**config.mk**
```make
export PLATFORM = sky130hd
export DESIGN_NAME = arx_rx_recovery
export DESIGN_NICKNAME = d
export VERILOG_FILES = /design/src/logic/arx_pkg.sv /design/src/logic/arx_sample_if.sv /design/src/logic/arx_voter.sv /design/src/logic/arx_rx_recovery.sv
export SDC_FILE = /design/constraint.sdc
export NUM_CORES = 1
export LEC_CHECK = 0
export BUFFER_PORTS_ARGS = -buffer_cell sky130_fd_sc_hd__buf_2
export CAP_MARGIN = 20
export CORE_MARGIN = 2
export CORE_UTILIZATION = 50
export CTS_BUF_LIST = sky130_fd_sc_hd__clkbuf_4 sky130_fd_sc_hd__clkbuf_8
export DETAILED_ROUTE_END_ITERATION = 8
export MAX_ROUTING_LAYER = met4
export PLACE_DENSITY = 0.69
export SLEW_MARGIN = 5
export SYNTH_ARGS = -nofsm -noshare
export SYNTH_HDL_FRONTEND = slang
export SYNTH_SLANG_ARGS = --single-unit
```
**constraint.sdc**
```tcl
create_clock -name CLOCK -period 3.7 [get_ports CLOCK]
set_input_delay 0.74 -clock CLOCK [delete_from_list [all_inputs] [get_ports CLOCK]]
set_output_delay 0.74 -clock CLOCK [all_outputs]
set_load 0.005 [all_outputs]
```
**src/logic/arx_pkg.sv**
```systemverilog
// package: constants and types for the async receive clock/data recovery block
package arx_pkg;
    localparam logic [1:0] ARX_MODE_NORMAL = 2'h0;
    localparam logic [1:0] ARX_MODE_DOUBLE = 2'h1;
    localparam int ARX_SPB_NORMAL = 16;
    localparam int ARX_SPB_DOUBLE = 8;
    localparam int ARX_SF_NORMAL = 8;
    localparam int ARX_SF_DOUBLE = 4;
    localparam int ARX_DBITS_MIN = 5;
    localparam int ARX_DBITS_MAX = 10;
    localparam int ARX_CNT_W = 5;
    localparam int ARX_SYNC_STAGES = 2;
    localparam logic ARX_LINE_IDLE = 1'b1;
    typedef enum logic [1:0] {ARX_IDLE, ARX_START, ARX_DATA, ARX_STOP} arx_state_e;
endpackage : arx_pkg

```
**src/logic/arx_sample_if.sv**
```systemverilog
// interface: synchronised line and sample tick passed to the voter
`timescale 1ns/1ps
`default_nettype none
interface arx_sample_if;
    logic line;
    logic tick;
    logic clr;
    logic [2:0] votes;
    logic level;
    modport src (output line, output tick, output clr, input votes, input level);
    modport voter (input line, input tick, input clr, output votes, output level);
endinterface : arx_sample_if
`default_nettype wire

```
**src/logic/arx_voter.sv**
```systemverilog
// module: three-sample majority voter
`timescale 1ns/1ps
`default_nettype none
module arx_voter
    import arx_pkg::*;
(
    // clock and reset
    input wire logic clk,
    input wire logic rst,
    // sample path
    arx_sample_if.voter sif
);
    function automatic logic maj3(input logic [2:0] v);
        return (v[0] & v[1]) | (v[0] & v[2]) | (v[1] & v[2]);
    endfunction : maj3

    logic [2:0] votes_q;

    always_ff @(posedge clk) begin
        if (rst || sif.clr) begin
            votes_q <= 3'h0;
        end else if (sif.tick) begin
            votes_q <= {votes_q[1:0], sif.line};
        end
    end

    assign sif.votes = votes_q;
    assign sif.level = maj3(votes_q);
endmodule : arx_voter
`default_nettype wire

```
**src/logic/arx_rx_recovery.sv**
```systemverilog
// module: async receive start detection, clock and data recovery
//
// Overview of operation
// - Speed select 0x00 gives normal speed, 0x01 gives double speed.
// - Normal speed takes 16 samples per bit.
// - Double speed takes 8 samples per bit for start and data.
// - Double speed doubles effective baud for the same tick rate.
// - Any low sample in idle starts detection, edge or held low; first low sample is sample 1.
// - Start validated on samples 8,9,10 normal or 4,5,6 double.
// - Two or three low votes accept start and begin data recovery.
// - Fewer than two low votes reject start; no frame recovered.
// - Each data and parity bit decided by majority of three centre samples.
// - Vote samples start at 8 (middle 9) normal, 4 (middle 5) double.
// - Only first stop bit sampled; further stop bits ignored.
// - Low voted first stop bit sets frame error.
// - Ready for next start right after the stop-bit vote samples.
// - Normal mode tolerates 95.36 to 104.58 percent for D=8.
// - Double mode tolerates 96.00 to 103.90 percent for D=8.
`timescale 1ns/1ps
`default_nettype none
module arx_rx_recovery
    import arx_pkg::*;
#(
    parameter int DBITS = 9
) (
    // clock and reset
    input wire logic CLOCK,
    input wire logic RST,
    // configuration
    input wire logic RX_ENABLE,
    input wire logic [1:0] RECEIVE_SPEED_SELECT,
    input wire logic [3:0] FRAME_BITS,
    input wire logic SAMPLE_TICK,
    // line
    input wire logic RXD,
    // received frame
    output logic [DBITS-1:0] RX_DATA,
    output logic RX_VALID,
    output logic FRAME_ERROR,
    output logic START_REJECT,
    output logic RX_BUSY
);
    initial begin
        if (DBITS < ARX_DBITS_MIN || DBITS > ARX_DBITS_MAX) begin
            $error("DBITS out of range");
        end
    end

    localparam logic [ARX_CNT_W-1:0] SF_N = ARX_CNT_W'(ARX_SF_NORMAL);
    localparam logic [ARX_CNT_W-1:0] SF_D = ARX_CNT_W'(ARX_SF_DOUBLE);
    localparam logic [ARX_CNT_W-1:0] SPB_N = ARX_CNT_W'(ARX_SPB_NORMAL);
    localparam logic [ARX_CNT_W-1:0] SPB_D = ARX_CNT_W'(ARX_SPB_DOUBLE);
    localparam logic [ARX_CNT_W-1:0] ONE = ARX_CNT_W'(1);
    localparam logic [ARX_CNT_W-1:0] TWO = ARX_CNT_W'(2);

    // samples per bit and last vote sample for the active mode
    function automatic logic [ARX_CNT_W-1:0] spb(input logic dbl);
        return dbl ? SPB_D : SPB_N;
    endfunction : spb

    function automatic logic [ARX_CNT_W-1:0] vote_last(input logic dbl);
        return (dbl ? SF_D : SF_N) + TWO;
    endfunction : vote_last

    logic [ARX_SYNC_STAGES-1:0] sync_q;
    logic line_s;
    logic dbl_q;
    logic [3:0] nbits_q;
    arx_state_e state_q;
    logic [ARX_CNT_W-1:0] cnt_q;
    logic [3:0] bit_q;
    logic [DBITS-1:0] shift_q;
    logic in_vote;
    logic vote_done;
    logic bit_end;
    arx_sample_if sif ();

    // two flops before anything looks at the pin
    always_ff @(posedge CLOCK) begin
        if (RST) begin
            sync_q <= {ARX_SYNC_STAGES{ARX_LINE_IDLE}};
        end else begin
            sync_q <= {sync_q[ARX_SYNC_STAGES-2:0], RXD};
        end
    end
    assign line_s = sync_q[ARX_SYNC_STAGES-1];

    // mode is latched per frame so a mid-frame change cannot skew timing
    always_ff @(posedge CLOCK) begin
        if (RST) begin
            dbl_q <= 1'b0;
            nbits_q <= 4'h0;
        end else if (state_q == ARX_IDLE) begin
            dbl_q <= (RECEIVE_SPEED_SELECT == ARX_MODE_DOUBLE);
            nbits_q <= FRAME_BITS;
        end
    end

    // vote window covers samples SF..SF+2 of each bit
    // late window start buys slow-side margin, early end buys fast-side margin
    assign in_vote = (cnt_q >= vote_last(dbl_q) - TWO) && (cnt_q <= vote_last(dbl_q));
    assign vote_done = SAMPLE_TICK && (cnt_q == vote_last(dbl_q));
    assign bit_end = SAMPLE_TICK && (cnt_q == spb(dbl_q));

    assign sif.line = line_s;
    assign sif.tick = SAMPLE_TICK && in_vote;
    assign sif.clr = (state_q == ARX_IDLE) || bit_end;

    arx_voter u_voter (
        .clk(CLOCK),
        .rst(RST),
        .sif(sif)
    );

    // frame sequencer
    always_ff @(posedge CLOCK) begin
        if (RST || !RX_ENABLE) begin
            state_q <= ARX_IDLE;
            cnt_q <= ONE;
            bit_q <= 4'h0;
        end else begin
            case (state_q)
                ARX_IDLE: begin
                    // first low sample counts as sample 1
                    if (SAMPLE_TICK && line_s == 1'b0) begin
                        state_q <= ARX_START;
                        cnt_q <= TWO;
                    end
                end
                ARX_START: begin
                    if (SAMPLE_TICK) begin
                        cnt_q <= cnt_q + ONE;
                    end
                    if (vote_done) begin
                        // votes hold ones for high samples; include current one
                        if ((sif.votes[1] & sif.votes[0]) | (sif.votes[1] & line_s)
                            | (sif.votes[0] & line_s)) begin
                            state_q <= ARX_IDLE;
                        end
                    end
                    if (bit_end) begin
                        state_q <= ARX_DATA;
                        cnt_q <= ONE;
                        bit_q <= 4'h0;
                    end
                end
                ARX_DATA: begin
                    if (SAMPLE_TICK) begin
                        cnt_q <= cnt_q + ONE;
                    end
                    if (bit_end) begin
                        cnt_q <= ONE;
                        bit_q <= bit_q + 4'h1;
                        if (bit_q + 4'h1 == nbits_q) begin
                            state_q <= ARX_STOP;
                        end
                    end
                end
                ARX_STOP: begin
                    if (SAMPLE_TICK) begin
                        cnt_q <= cnt_q + ONE;
                    end
                    // rest of the stop bit is not waited for
                    if (vote_done) begin
                        state_q <= ARX_IDLE;
                        cnt_q <= ONE;
                    end
                end
                default: begin
                    state_q <= ARX_IDLE;
                end
            endcase
        end
    end

    // data bits shift in lsb first; parity lands in the top used bit
    always_ff @(posedge CLOCK) begin
        if (RST) begin
            shift_q <= '0;
        end else if (state_q == ARX_DATA && bit_end) begin
            shift_q <= {sif.level, shift_q[DBITS-1:1]};
        end
    end

    // result outputs; third stop sample voted with the two held
    logic stop_level;
    assign stop_level = (sif.votes[1] & sif.votes[0]) | (sif.votes[1] & line_s)
        | (sif.votes[0] & line_s);

    always_ff @(posedge CLOCK) begin
        if (RST) begin
            RX_DATA <= '0;
            RX_VALID <= 1'b0;
            FRAME_ERROR <= 1'b0;
        end else begin
            RX_VALID <= 1'b0;
            if (state_q == ARX_STOP && vote_done && RX_ENABLE) begin
                RX_DATA <= shift_q >> (DBITS - int'(nbits_q));
                RX_VALID <= 1'b1;
                FRAME_ERROR <= ~stop_level;
            end
        end
    end

    always_ff @(posedge CLOCK) begin
        if (RST) begin
            START_REJECT <= 1'b0;
            RX_BUSY <= 1'b0;
        end else begin
            // disable aborts at once, so a pending reject is dropped too
            START_REJECT <= (state_q == ARX_START) && vote_done && stop_level && RX_ENABLE;
            RX_BUSY <= (state_q != ARX_IDLE);
        end
    end
endmodule : arx_rx_recovery
`default_nettype wire

```
==> results.md <==
* Avg WL per Cell at 14.50 um
* Clock Skew at 8.575 ps
* Initial antenna violation count at 0
* Post-Route WL at about 5000 um
* Clk Latency, worst-skew pair at about 300 ps
* Full die area at between 0.005 and 0.006 sq mm
* Gp weighted congestion at 0.9194
* Nets at 316
* Sw Ratio at 25.94%
* CP Depth at 6
* Clk slew on worst S/H paths at about 90 ps
* Worst path required time at 3930 ps
* Pwr per Cell Area at 324.9 mW/mm^2
* Final hold violations at 0
* Synth area leader: dfxtp_1
* Cells after Synth at ~280
* Crit path from: nbits_q[1]$_SDFFE_PP0N_
* Switch Pwr at 0.0002198 W
* I/O Buffers at 23
* Cells on Worst Hold Path at 1
* Tcrit/Tclk final at 64.93%
* Lkg Pwr at between 1 and 1.5 nW
* Slowest-stage cell, CP: dfxtp_1
* Post-synthesis sequential area ratio at 35.83%
* Gr ovfl total at 0
* #FFs+latches synth at 43
* Critical Path, Cell by Cell: inv_1 > ha_1 > or3_1 > a21oi_1 > o21ai_0 > a21oi_1
* Die width at 73.32 um
* Clk root buf: clkbuf_8
* # Post-CTS Setup Buffers at 0
* Worst Path Arrival at 2630 ps
* GRT Util Overall at between 20% and 30%
* Mapped Area at roughly 0.0024 sq mm
* Register-to-Register Setup Slack at between 1000 and 1500 ps
* Syn Nets at 302
* Vias in the first global route at 1807
* Number of buffers created by CTS at 5
* Part of the power in registers at between 50% and 60%
* Initial DRC count at ~160
* CP Capture Type: register
* Crit Reg-Reg Startpoint: nbits_q[1]$_SDFFE_PP0N_
* VDD IR max at ~0.21 mV
* Final Setup Violations at 0
* Clk pwr share at a little over a third
* Critical Path Start Type: register
* Int Pwr at between 0.0006 and 0.0007 W
* Fmax at around 0.42 GHz
* Yosys warnings at 0
* CTS Sinks at 43
* Commonest cells in the netlist: dfxtp_1, nor2_1, mux2i_1
* Top_reg_cell synth: dfxtp_1
* # DRC at 0
* DRT antenna net count at 0
* Slew Limit Fails at 0
* Cell repeated most along the worst path: a21oi_1
* Largest net degree at the start of global routing at 30
* Clk buf depth at 2
* CTS tree: yes
* Max H-tree Level at 2
* Final Power at between 0.0008 and 0.0009 W
* Outcome: completed
* Starting Density at 51.20%
* First-pass DRT Iterations at 4
* Top cell type's share of synthesized area at 35.83%
* Worst slew pin tran at ~1100 ps
* Hold path start: sync_q[0]$_SDFF_PP1_
* CTS Hold Bufs at 0
* Die H at 73.32 um
* Mean Syn Cell Area at around 8.6 sq um
* R2R depth at 6
* EDFF count, synth at 0
* Buffers & Inverters on Critical Path at 1
* HPWL after DPL at approximately 3600 um
* Library cells used by synthesis at 52
* Synth top area cells: dfxtp_1, mux2i_1, ha_1, nor2_1, nand2_1
* ANT cells at 0
* First-pass GRT wire length at approximately 8400 um
* # IOs at 24
* Max-cap viol count at 0
* DR vias/cell at 5.718
* Reg-to-Reg End: RX_DATA[3]$_SDFFE_PP0P_
* Ys async rst share at 0%
* Combinational group share of total power at between 7 and 8%
* WS Path Type: register to register
* Filler instances at 437
* Crit-path max FO at 16
* Hold Crit Class: register to register
* Crit-path leading delay family: flip-flops
* Area growth, synth to finish at 8.542%
* Fraction of layout cells with a size suffix above 1 at approximately 16%
* PostCTS Resize Cnt at 0
* RSZ-0062 raised after global routing: false
* Final Critical Period at around 2400 ps
* CP max stage delay at between 600 and 700 ps
* Via Count at about 2000
* Core Area at about 0.0047 sq mm
* Row count at 25
* Count leader, synth: dfxtp_1
* Setup total negative slack at 0 ps
* Crit path to: RX_DATA[3]$_SDFFE_PP0P_
* Max-slew headroom at 26.37%
metrics by stage:
step                utilization (%)  setup WS [ps]  instances  cell area (sq um)  hold WS, ps
global placement              53.60           1307        340               2515        395.0
detailed placement            53.60           1323        340               2515        397.8
CTS                           55.57           1303        348               2608        419.6
floorplan                         -           1655        279               2402        389.5
finish                        55.57           1298        348               2608        418.0
global route                  55.57           1037        348               2608        440.4
worst min path at each step:
stage | end | slack (ps)
after floorplan | sync_q[1]$_SDFF_PP1_ | 390
after global placement | sync_q[1]$_SDFF_PP1_ | 390
after detailed placement | sync_q[1]$_SDFF_PP1_ | 400
after CTS | sync_q[1]$_SDFF_PP1_ | 420
after global routing | sync_q[1]$_SDFF_PP1_ | 440
final | sync_q[1]$_SDFF_PP1_ | 420
logic make-up after synthesis:
family,synth area share (%)
compound gates,17.34
simple gates,21.87
flops,35.83
mux,10.68
fa+ha+maj,7.083
buf+inv,4.635
xor+xnor,2.552
registers in the layout, indices dropped and copies added (netlist names), 2 cells and up, named ones only:
signal             cells
shift_q                9
cnt_q                  5
bit_q                  4
nbits_q                4
u_voter.sif.votes      3
sync_q                 2
RX_DATA                9
cell usage in the layout, fill, tap and decap left out, drive strengths merged, types with 3 or more instances in the layout:
cell type,count
a21oi,14
a22oi,5
a31oi,3
and2,3
and3,3
buf,24
clkbuf,5
dfxtp,43
ha,12
inv,10
mux2,3
mux2i,20
nand2,19
nand2b,5
nand3,6
nand4,5
nor2,40
nor2b,4
nor3,10
o21ai,13
o41ai,3
xnor2,5
power groups by stage:
stage / Sequential [W] / Combinational, W / Clock, W
5_1_grt: 0.000480 / 0.0000685 / 0.000333
3_3_place_gp: 0.000490 / 0.0000591 / 0
6_report: 0.000479 / 0.0000603 / 0.000308
4_1_cts: 0.000479 / 0.0000605 / 0.000317
2_1_floorplan: 0.000481 / 0.0000540 / 0
3_5_place_dp: 0.000490 / 0.0000601 / 0
cell type report:
| class | instances | area (sq um) | share of cell area [%] |
|---|---|---|---|
| Clock buffer | 5 | 68.82 | 2.639 |
| Inverter | 9 | 33.78 | 1.296 |
| Sequential cell | 43 | 860.8 | 33.01 |
| Multi-Input combinational cell | 210 | 1430 | 54.85 |
| Clock inverter | 3 | 23.77 | 0.9117 |
| Tap cell | 54 | 67.56 | 2.591 |
| Timing Repair Buffer | 24 | 122.6 | 4.703 |
per-layer routing:
metal / share of wire (%) / wire (um) / GRT usage [%]
met4: 2.7 / 134 / 9.091
met1: 48 / 2412 / 27.68
met5: 0 / 0 / -
met3: 4.1 / 208 / 3.841
met2: 45 / 2291 / 30.13
Note: power is estimated with default switching activity, not from simulation.
